**src/rtl/pod_pkg.sv**
```systemverilog
/*
 pod_pkg: constants and carrier types for the port output and
 diagnostics block. Assumes a single 200 MHz clock domain.
*/
package pod_pkg;
    localparam int NPORT = 8;
    localparam int NP2 = 4;
    localparam int P2_FIRST_BIT = 4;
    localparam int P2_FIRST_PORT = 5;
    localparam logic [1:0] IMG_OUT_LOW = 2'h0;
    localparam logic [1:0] IMG_OUT_HIGH = 2'h1;
    localparam logic [1:0] IMG_LINK_OVR = 2'h2;
    localparam logic [1:0] IMG_RSVD = 2'h3;
    localparam logic [7:0] IMG_RESET = 8'h00;
    localparam int CLK_HZ = 200_000_000;
    localparam int MS_PER_S = 1000;
    localparam int MS_CYCLES = CLK_HZ / MS_PER_S;
    localparam logic [7:0] SURV_RESET_MS = 8'h50;
    localparam logic [3:0] FILT_MS = 4'h8;
    localparam logic [7:0] RETRY_MS = 8'h64;
    localparam logic [5:0] PD_LEN_MIN = 6'h01;
    localparam logic [5:0] PD_LEN_MAX = 6'h20;
    localparam logic [5:0] PD_LEN_RESET = 6'h01;
    localparam logic [15:0] CH_GROUP = 16'h8000;
    localparam logic [15:0] CODE_SYS = 16'h0002;
    localparam logic [15:0] CODE_AUX = 16'h0103;
    localparam logic [15:0] CODE_SENS = 16'h0001;
    localparam logic [15:0] CODE_HOT = 16'h0113;
    localparam logic [15:0] CODE_SWF = 16'h010A;
    localparam logic [15:0] CODE_P2 = 16'h0109;
    localparam logic [4:0] COND_SYS = 5'h00;
    localparam logic [4:0] COND_AUX = 5'h01;
    localparam logic [4:0] COND_SENS = 5'h02;
    localparam logic [4:0] COND_HOT = 5'h0A;
    localparam logic [4:0] COND_SWF = 5'h12;
    localparam logic [4:0] COND_P2 = 5'h1A;
    localparam logic [4:0] COND_LAST = 5'h1D;
    localparam int NCOND = 30;

    typedef struct packed {
        logic [15:0] channel;
        logic [15:0] code;
        logic appear;
    } pod_diag_t;

    typedef struct packed {
        logic sys_bad;
        logic aux_bad;
        logic [NPORT-1:0] sens_ovl;
        logic [NPORT-1:0] drv_hot;
        logic [NPORT-1:0] sw_fault;
        logic [NP2-1:0] p2_sense;
    } pod_pins_t;
endpackage

```
**src/rtl/pod_port_diag.sv**
```systemverilog
/*
 pod_port_diag: output image decode, pin-2 output supervision,
 switching-line retry, link mode override and diagnostic events.
 Assumes pin inputs are asynchronous and the diagnostic sink
 accepts one event per cycle without back-pressure.
*/
// Contract
// - image byte 1 bits 7..4 drive pin-2 ports 8..5
// - image byte 0 drives nothing here
// - byte 2 bit forces plain-input port into link mode
// - no cyclic data while overridden
// - byte 3 writes are ignored
// - process data lengths 1..32 each way
// - mapping mode leaves link data untouched
// - supply fault: group 0x0002, supply led off
// - supply fault leaves outputs alone
// - aux diagnostic 0x0103 only when enabled
// - aux fault adds per-port output diagnostics
// - sensor overload 0x01, driver hot 0x0113
// - faulted switching output off, then retried
// - switching fault reports port with 0x010A
// - error when commanded on, sensed off
// - error bit, red led, channel stays locked
// - edge window 0..255 ms, reset 80 ms
// - static error reported after filter delay
// - pin-2 error reports 0x05..0x08 with 0x0109
`timescale 1ns/1ps
module pod_port_diag
    import pod_pkg::*;
#(
    parameter int MS_TICK_CYCLES = MS_CYCLES
) (
    input wire logic i_clk,
    input wire logic i_reset,
    input wire logic i_img_wr,
    input wire logic [1:0] i_img_addr,
    input wire logic [7:0] i_img_data,
    input wire logic i_cfg_wr,
    input wire logic i_cfg_aux_en,
    input wire logic [7:0] i_cfg_surv_ms,
    input wire logic i_len_wr,
    input wire logic [2:0] i_len_port,
    input wire logic [5:0] i_len_in,
    input wire logic [5:0] i_len_out,
    input wire logic [NPORT-1:0] i_port_plain_in,
    input wire pod_pins_t i_pins,
    output logic [NP2-1:0] o_pin2_drive,
    output logic [NPORT-1:0] o_link_mode,
    output logic [NPORT-1:0] o_pd_exchange,
    output logic [NPORT*6-1:0] o_pd_in_len,
    output logic [NPORT*6-1:0] o_pd_out_len,
    output logic o_sys_led,
    output logic o_aux_led_red,
    output logic [NP2-1:0] o_chan_led_red,
    output logic [NP2-1:0] o_pin2_err,
    output logic o_diag_valid,
    output pod_diag_t o_diag
);
    pod_pins_t sync1_reg;
    pod_pins_t pins_reg;
    logic [7:0] out_high_reg;
    logic [7:0] link_ovr_reg;
    logic aux_en_reg;
    logic [7:0] surv_reg;
    logic [31:0] ms_cnt_reg;
    logic ms_tick_reg;
    logic [NPORT-1:0] link_mode_reg;
    logic [NPORT-1:0] pd_ex_reg;
    logic [NPORT*6-1:0] in_len_reg;
    logic [NPORT*6-1:0] out_len_reg;
    logic sys_led_reg;
    logic aux_red_reg;
    wire [NP2-1:0] lock_reg;
    wire [NP2-1:0] drive_reg;
    logic [NCOND-1:0] rep_reg;
    logic [4:0] idx_reg;
    logic diag_valid_reg;
    pod_diag_t diag_reg;

    // two stages before any logic looks at a pin
    always_ff @(posedge i_clk or posedge i_reset) begin
        if (i_reset) begin
            sync1_reg <= '0;
        end else begin
            sync1_reg <= i_pins;
        end
    end

    // only this stage reads the first one
    always_ff @(posedge i_clk or posedge i_reset) begin
        if (i_reset) begin
            pins_reg <= '0;
        end else begin
            pins_reg <= sync1_reg;
        end
    end

    wire wr_high = i_img_wr && (i_img_addr == IMG_OUT_HIGH);
    wire wr_ovr = i_img_wr && (i_img_addr == IMG_LINK_OVR);
    wire ms_wrap = ms_cnt_reg == 32'(MS_TICK_CYCLES - 1);

    always_ff @(posedge i_clk or posedge i_reset) begin
        if (i_reset) begin
            out_high_reg <= IMG_RESET;
        end else if (wr_high) begin
            out_high_reg <= i_img_data;
        end
    end

    // override byte kept apart so a drive write never touches it
    always_ff @(posedge i_clk or posedge i_reset) begin
        if (i_reset) begin
            link_ovr_reg <= IMG_RESET;
        end else if (wr_ovr) begin
            link_ovr_reg <= i_img_data;
        end
    end

    always_ff @(posedge i_clk or posedge i_reset) begin
        if (i_reset) begin
            aux_en_reg <= 1'b0;
        end else if (i_cfg_wr) begin
            aux_en_reg <= i_cfg_aux_en;
        end
    end

    // a new window only applies from the next output edge
    always_ff @(posedge i_clk or posedge i_reset) begin
        if (i_reset) begin
            surv_reg <= SURV_RESET_MS;
        end else if (i_cfg_wr) begin
            surv_reg <= i_cfg_surv_ms;
        end
    end

    // millisecond enable for all timers
    always_ff @(posedge i_clk or posedge i_reset) begin
        if (i_reset) begin
            ms_cnt_reg <= '0;
        end else begin
            ms_cnt_reg <= ms_wrap ? '0 : ms_cnt_reg + 32'h1;
        end
    end

    // registered so every timer sees a clean one-cycle pulse
    always_ff @(posedge i_clk or posedge i_reset) begin
        if (i_reset) begin
            ms_tick_reg <= 1'b0;
        end else begin
            ms_tick_reg <= ms_wrap;
        end
    end

    // override only acts on ports set up as plain inputs
    wire [NPORT-1:0] link_next = link_ovr_reg & i_port_plain_in;

    always_ff @(posedge i_clk or posedge i_reset) begin
        if (i_reset) begin
            link_mode_reg <= '0;
        end else begin
            link_mode_reg <= link_next;
        end
    end

    // cyclic data stops in the same cycle the port switches over
    always_ff @(posedge i_clk or posedge i_reset) begin
        if (i_reset) begin
            pd_ex_reg <= '1;
        end else begin
            pd_ex_reg <= ~link_next;
        end
    end

    // lengths clamped into range; independent of mapping mode
    wire in_short = i_len_in < PD_LEN_MIN;
    wire in_long = i_len_in > PD_LEN_MAX;
    wire out_short = i_len_out < PD_LEN_MIN;
    wire out_long = i_len_out > PD_LEN_MAX;
    wire [5:0] len_in_c = in_short ? PD_LEN_MIN : in_long ? PD_LEN_MAX : i_len_in;
    wire [5:0] len_out_c = out_short ? PD_LEN_MIN : out_long ? PD_LEN_MAX : i_len_out;

    genvar p;
    generate
        for (p = 0; p < NPORT; p++) begin : g_len
            wire sel = i_len_wr && (i_len_port == 3'(p));
            always_ff @(posedge i_clk or posedge i_reset) begin
                if (i_reset) begin
                    in_len_reg[p*6 +: 6] <= PD_LEN_RESET;
                    out_len_reg[p*6 +: 6] <= PD_LEN_RESET;
                end else if (sel) begin
                    in_len_reg[p*6 +: 6] <= len_in_c;
                    out_len_reg[p*6 +: 6] <= len_out_c;
                end
            end
        end
    endgenerate

    always_ff @(posedge i_clk or posedge i_reset) begin
        if (i_reset) begin
            sys_led_reg <= 1'b0;
        end else begin
            sys_led_reg <= ~pins_reg.sys_bad;
        end
    end

    // red supply lamp shows the fault even with reporting off
    always_ff @(posedge i_clk or posedge i_reset) begin
        if (i_reset) begin
            aux_red_reg <= 1'b0;
        end else begin
            aux_red_reg <= pins_reg.aux_bad;
        end
    end

    // pin-2 channels: supervision, lock and retry
    genvar c;
    generate
        for (c = 0; c < NP2; c++) begin : g_p2
            logic [7:0] win_reg;
            logic [3:0] filt_reg;
            logic [7:0] retry_reg;
            logic cmd_prev_reg;
            logic eff_prev_reg;
            logic lock_bit_reg;
            logic drive_bit_reg;
            wire cmd = out_high_reg[P2_FIRST_BIT + c];
            wire swf = pins_reg.sw_fault[P2_FIRST_BIT + c];
            // supply state never gates the command
            wire eff = cmd && !lock_bit_reg && (retry_reg == 8'h00);
            wire edge_seen = eff ^ eff_prev_reg;
            wire raw = eff && (!pins_reg.p2_sense[c] || pins_reg.aux_bad);
            wire armed = raw && (win_reg == 8'h00) && !edge_seen;
            wire trip = armed && ms_tick_reg && (filt_reg == FILT_MS - 4'h1);
            always_ff @(posedge i_clk or posedge i_reset) begin
                if (i_reset) begin
                    win_reg <= 8'h00;
                    filt_reg <= 4'h0;
                    retry_reg <= 8'h00;
                    cmd_prev_reg <= 1'b0;
                    eff_prev_reg <= 1'b0;
                    lock_bit_reg <= 1'b0;
                    drive_bit_reg <= 1'b0;
                end else begin
                    cmd_prev_reg <= cmd;
                    eff_prev_reg <= eff;
                    drive_bit_reg <= eff;
                    if (edge_seen) begin
                        win_reg <= surv_reg;
                    end else if (ms_tick_reg && win_reg != 8'h00) begin
                        win_reg <= win_reg - 8'h01;
                    end
                    if (!armed) begin
                        filt_reg <= 4'h0;
                    end else if (ms_tick_reg) begin
                        filt_reg <= filt_reg + 4'h1;
                    end
                    // a set in the same cycle beats the unlock
                    if (trip) begin
                        lock_bit_reg <= 1'b1;
                    end else if (cmd_prev_reg && !cmd) begin
                        lock_bit_reg <= 1'b0;
                    end
                    if (swf && cmd && retry_reg == 8'h00) begin
                        retry_reg <= RETRY_MS;
                    end else if (ms_tick_reg && retry_reg != 8'h00) begin
                        retry_reg <= retry_reg - 8'h01;
                    end
                end
            end
            // one flop per bit; the vectors are only nets
            assign lock_reg[c] = lock_bit_reg;
            assign drive_reg[c] = drive_bit_reg;
        end
    endgenerate

    // condition vector scanned for changes
    wire [NCOND-1:0] cond = {
        lock_reg,
        pins_reg.sw_fault,
        pins_reg.drv_hot,
        pins_reg.sens_ovl,
        pins_reg.aux_bad && aux_en_reg,
        pins_reg.sys_bad
    };

    function automatic pod_diag_t diag_of(input logic [4:0] k, input logic on);
        pod_diag_t d;
        d.appear = on;
        d.channel = CH_GROUP;
        d.code = CODE_SYS;
        if (k == COND_AUX) begin
            d.code = CODE_AUX;
        end else if (k >= COND_P2) begin
            d.channel = 16'(k - COND_P2) + 16'(P2_FIRST_PORT);
            d.code = CODE_P2;
        end else if (k >= COND_SWF) begin
            d.channel = 16'(k - COND_SWF) + 16'h0001;
            d.code = CODE_SWF;
        end else if (k >= COND_HOT) begin
            d.channel = 16'(k - COND_HOT) + 16'h0001;
            d.code = CODE_HOT;
        end else if (k >= COND_SENS) begin
            d.channel = 16'(k - COND_SENS) + 16'h0001;
            d.code = CODE_SENS;
        end
        return d;
    endfunction

    wire cur = cond[idx_reg];
    wire changed = cur != rep_reg[idx_reg];

    // one event per change; latency up to one scan of all conditions
    always_ff @(posedge i_clk or posedge i_reset) begin
        if (i_reset) begin
            idx_reg <= COND_SYS;
            rep_reg <= '0;
            diag_valid_reg <= 1'b0;
            diag_reg <= '0;
        end else begin
            idx_reg <= (idx_reg == COND_LAST) ? COND_SYS : idx_reg + 5'h01;
            diag_valid_reg <= changed;
            if (changed) begin
                rep_reg[idx_reg] <= cur;
                diag_reg <= diag_of(idx_reg, cur);
            end
        end
    end

    assign o_pin2_drive = drive_reg;
    assign o_link_mode = link_mode_reg;
    assign o_pd_exchange = pd_ex_reg;
    assign o_pd_in_len = in_len_reg;
    assign o_pd_out_len = out_len_reg;
    assign o_sys_led = sys_led_reg;
    assign o_aux_led_red = aux_red_reg;
    assign o_chan_led_red = lock_reg;
    assign o_pin2_err = lock_reg;
    assign o_diag_valid = diag_valid_reg;
    assign o_diag = diag_reg;
endmodule

```
**config.mk**
```make
export PLATFORM = sky130hd
export DESIGN_NAME = pod_port_diag
export DESIGN_NICKNAME = d
export VERILOG_FILES = /design/src/rtl/pod_pkg.sv /design/src/rtl/pod_port_diag.sv
export SDC_FILE = /design/constraint.sdc
export NUM_CORES = 1
export LEC_CHECK = 0
export BUFFER_PORTS_ARGS = -buffer_cell sky130_fd_sc_hd__buf_4
export CAP_MARGIN = 20
export CORE_MARGIN = 4
export CORE_UTILIZATION = 40
export DETAILED_ROUTE_END_ITERATION = 8
export PLACE_DENSITY = 0.66
export SETUP_SLACK_MARGIN = 0.5
export SLEW_MARGIN = 20
export SYNTH_ARGS = -nofsm -noshare
export SYNTH_HDL_FRONTEND = slang
export SYNTH_SLANG_ARGS = --single-unit
export TNS_END_PERCENT = 10
```
**constraint.sdc**
```tcl
create_clock -name i_clk -period 16.15 [get_ports i_clk]
set_input_delay 4.845 -clock i_clk [delete_from_list [all_inputs] [get_ports i_clk]]
set_output_delay 4.845 -clock i_clk [all_outputs]
set_load 0.01 [all_outputs]
```
# Word level (Yosys, flattened, before mapping)
# Cells that the tools add are included.
[totals] latchBits=0 input_bits=77 n_memories=0 ramBits=0 mem_bits_ro=0 register_bits=393 word_cells=288 out_inout_bits=160
[op_classes] n_bitwise=7 shifts=0 mul=0 eq_ne=21 add_sub_neg=22 muxes=51 n_div=0 n_lt_le_gt_ge=10 reduce_logical=109
[ops] op="2-to-1 mux 32 bit" n=5
[ops] op="2-to-1 mux 8 bit" n=16
[ops] op="zero test 8 bit" n=8
[ops] op="nonzero test 8 bit" n=8
[ops] op="subtractor 8 x 1 -> 8 bit (second input constant)" n=8
[ops] op="logical AND 1 bit" n=60
[ops] op="adder 32 x 1 -> 32 bit (second input constant)" n=1
[ops] op="== test 32 x 18 -> 1 bit (second input constant)" n=1
[ops] op="2-to-1 mux 16 bit" n=2
[ops] op="2-to-1 mux 4 bit" n=8
[ops] op="bitwise mux 30 bit" n=1
[ops] op="2-to-1 mux 6 bit" n=4
[ops] op="nonzero test 2 bit" n=12
[ops] op="adder 6 x 2 -> 7 bit (second input constant)" n=3
[ops] op="adder 4 x 1 -> 4 bit (second input constant)" n=4
[ops] op="== test 4 x 3 -> 1 bit (second input constant)" n=4
[ops] op="zero test 1 bit" n=16
[ops] op="== test 3 bit (second input constant)" n=4
[ops] op="> comparator 6 bit (second input constant)" n=2
[ops] op="< comparator 6 x 1 -> 1 bit (second input constant)" n=2
[ops] op="subtractor 5 x 5 -> 6 bit (second input constant)" n=2
[ops] op="2-to-1 mux 1 bit" n=11
[ops] op="binary-select mux 1 bit (select 5 bit)" n=2
[ops] op=">= comparator 5 bit (second input constant)" n=2
[ops] op="other kinds (24)" n=34

# Logic depth before layout (Yosys ltp)
[depth] word_depth=9 mapped_depth=11 depth_no_buf=8

# Worst setup path after synthesis
# No wires, ideal clock.
[synth_timing] kind="input to register" start="input port i_len_wr" end="register in_len_reg[19] (netlist: o_pd_in_len[19])" setup_ns=0.130 stages=5 n_path_buf=1 setup_slack_ns=10.457 t_required_ns=16.020 arrival_time_ns=5.563 cell_sequence="nor2b_1 -> nand3_1 -> clkbuf_1 -> nand2_1 -> o21ai_0"
[synth_between] elab_chain_len=1
[synth_lines] item="from (decl)" line_no="pod_port_diag.sv:41" text="input wire logic i_len_wr,"
[synth_lines] item="logical AND 1 bit" line_no="pod_port_diag.sv:185" text="wire sel = i_len_wr && (i_len_port == 3'(p));"
[synth_lines] item="to (signal, indexed assignment)" line_no="pod_port_diag.sv:191" text="in_len_reg[p*6 +: 6] <= len_in_c;"
[synth_lines] item="to (decl)" line_no="pod_port_diag.sv:69" text="logic [NPORT*6-1:0] in_len_reg;"
# Every way passes these cells.
# A chain may end at the register's enable or synchronous reset.

# Final worst setup path
[layout_timing] start="register out_len_reg[30] (netlist: o_pd_out_len[30])" end="output port o_pd_out_len[30]"
[layout_rtl] item="from (decl)" line_no="pod_port_diag.sv:70" text="logic [NPORT*6-1:0] out_len_reg;"
[layout_rtl] item="from (signal, indexed assignment)" line_no="pod_port_diag.sv:192" text="out_len_reg[p*6 +: 6] <= len_out_c;"
[layout_rtl] item="to (decl)" line_no="pod_port_diag.sv:51" text="output logic [NPORT*6-1:0] o_pd_out_len,"
# No word-level cell between the ends.

==> flow_summary.json <==
{
  "ys.flop_type": "dfrtp_1",
  "nNetsFinal": 1751,
  "h-tree-depth": 2,
  "start_util_pct": 40.4,
  "reg2reg_from": "idx_reg[1]",
  "critical_path_arrival_ns": 1.22,
  "reg2reg_to": "o_diag[21]",
  "setup_tns_ns": 0,
  "clk_latency_ns": 0.55,
  "cts_tree": "yes",
  "grt_max_degree": 149,
  "portBuffers": 225,
  "status": "complete, no violations",
  "hold_depth": 0,
  "gp_congestion": 0.871,
  "hp-class": "reg -> reg",
  "critPathKind": "reg -> out",
  "post-route-util_pct": 49.0,
  "fmax_mhz": 165,
  "fillers": 3558,
  "fin_area_mm2": 0.0194,
  "rsz0062_at_grt": "false",
  "wl_per_cell_um": 16.9,
  "yosys_warnings": 0,
  "ys_seq_area_share_pct": 58.0,
  "crit_family": "flip-flops",
  "holdPathEnd": "cond[5]",
  "clk_pin_slew_ns": 0.06,
  "cp_slowest_cell": "dfstp_2",
  "clock-sinks": 370,
  "fp.dieH_um": 208,
  "die_w_um": 208,
  "syn_area_per_cell_um2": 11.1,
  "rr_worst_depth": 6,
  "layout_setup_ws_ns": 10.08,
  "netlist_area_mm2": 0.0160,
  "die-area_mm2": 0.0433,
  "critPathRequiredTime_ns": 11.30,
  "r2r_setup_slack_ns": 12.15,
  "cts_hold_buf": 0,
  "path_buf_inv": 1,
  "antenna_left": 0,
  "ir_drop_mv": 0.108,
  "antenna_cells": 0,
  "cts_setup_buffers": 0,
  "rows": 73,
  "final_common_cell": "dfrtp_1",
  "grt.overflow.total": 0,
  "grt_pass1_wl_um": 61700,
  "start_kind": "flip-flop",
  "synth_seq_cells": 370,
  "hold_ws_ns": 0.346,
  "syn_inst": 1445,
  "drive_above_1_share_pct": 24.7,
  "drt_pre_antenna_iters": 5,
  "crit_fanout": 2,
  "final_cell_mix": "dfrtp_1 (344), buf_4 (235), nand2_1 (185)",
  "synth.distinct_cells": 70,
  "instances_no_fill": 2202,
  "io_pins": 237,
  "grt_pass1_vias": 11700,
  "routed_wl_um": 37200,
  "root_buffer": "clkbuf_16",
  "cpPeakStageDelay_ns": 0.54,
  "fin_skew_ns": 0.0171,
  "vias": 11200,
  "syn2layout_area_growth_pct": 21.2,
  "final.period_utilization_pct": 37.6,
  "antenna_found_initial": 1,
  "clockBufferDepth": 3,
  "drtIter0Drc": 658,
  "hold_violations": 0,
  "cp-end-kind": "output pin",
  "p_total_mw": 2.43,
  "p_leak_nw": 8.82,
  "max_cap_viol_count": 0,
  "vias_per_cell": 5.11,
  "cts-buffers-inserted": 41,
  "place_hpwl_um": 25600,
  "period_minus_slack_ns": 6.07,
  "track_usage_pct": 17.2,
  "setup_viol": 0,
  "drv_slew": 0,
  "p_per_area_mw_per_mm2": 125,
  "async_flop_share_pct": 100,
  "placed_cells": 2127,
  "tightest_slew_ns": 1.09,
  "min_from": "sync1_reg[23]",
  "ctsResizeCount": 0,
  "remaining_drc_errors": 0,
  "postPlaceCellArea_mm2": 0.0180,
  "path_cells": "buf_4",
  "synth-edff-count": 0,
  "core_mm2": 0.0396,
  "maxSlewHeadroom_pct": 27.3,
  "dp_slack_ns": 9.33
}
[power breakdown]
part | internal, mW | switching (mW) | total, mW
combinational | 0.166 | 0.161 | 0.326
sequential | 1.05 | 0.0926 | 1.15
clock | 0.582 | 0.372 | 0.954
[how the worst max path moves through the flow]
stage / start / slack [ns] / to / depth (start not counted)
floorplan: i_reset / 1.07 / aux_en_reg / 1
finish: o_pd_out_len[30] / 10.08 / o_pd_out_len[30] / 1
global route: i_reset / 9.88 / cond[11] / 3
CTS: i_reset / 9.91 / o_pd_out_len[5] / 3
detailed placement: i_reset / 9.33 / o_pd_in_len[35] / 3
global placement: i_reset / 9.38 / o_pd_in_len[35] / 3
[area by class of cell]
cell class / instances / area [µm²] / area share (%)
Tap cell: 525 / 657 / 3.38
Clock buffer: 62 / 1210 / 6.21
Multi-Input combinational cell: 941 / 6080 / 31.3
Sequential cell: 370 / 9290 / 47.9
Timing Repair Buffer: 235 / 1760 / 9.09
Inverter: 56 / 223 / 1.15
Clock inverter: 13 / 191 / 0.986
[cell usage after synthesis, types with 5 or more instances]
master | number | area [µm²]
mux2i_1 | 12 | 120
nor2b_1 | 16 | 100
o21ai_0 | 142 | 711
dfrtp_1 | 344 | 8610
nor4_1 | 27 | 169
nand4_1 | 20 | 125
nand2_1 | 185 | 694
a21oi_1 | 33 | 165
nor2_1 | 97 | 364
nor3_1 | 14 | 70.1
a31oi_1 | 25 | 156
buf_4 | 32 | 240
nand2b_1 | 14 | 87.6
o41ai_1 | 10 | 87.6
nand3b_1 | 5 | 37.5
or3_1 | 10 | 62.6
xor2_1 | 36 | 315
ha_1 | 29 | 363
mux4_2 | 10 | 225
dfstp_2 | 26 | 683
or4_1 | 5 | 37.5
nand3_1 | 40 | 200
inv_1 | 55 | 206
and3_1 | 8 | 50.1
mux2_2 | 53 | 597
buf_2 | 6 | 30.0
clkbuf_1 | 46 | 173
mux2_4 | 8 | 120
xnor2_1 | 57 | 499
[logic make-up after synthesis]
| logic type | Yosys count | synth area share [%] |
|---|---|---|
| flip-flops | 370 | 58.0 |
| adder cells (fa/ha/maj) | 29 | 2.27 |
| AND/OR/NAND/NOR | 467 | 13.8 |
| AO/OA/AOI/OAI | 254 | 9.46 |
| other | 1 | 0.0234 |
| multiplexers | 86 | 6.91 |
| buffers and inverters | 144 | 4.36 |
| XOR/XNOR | 94 | 5.19 |
[metal layers]
metal / global-route usage, % / wire, µm
met5: 0 / 0
met4: 4.62 / 801
met3: 5.88 / 3190
met1: 22.9 / 16100
met2: 27.0 / 17200
Power figures use the tool's default switching activity.
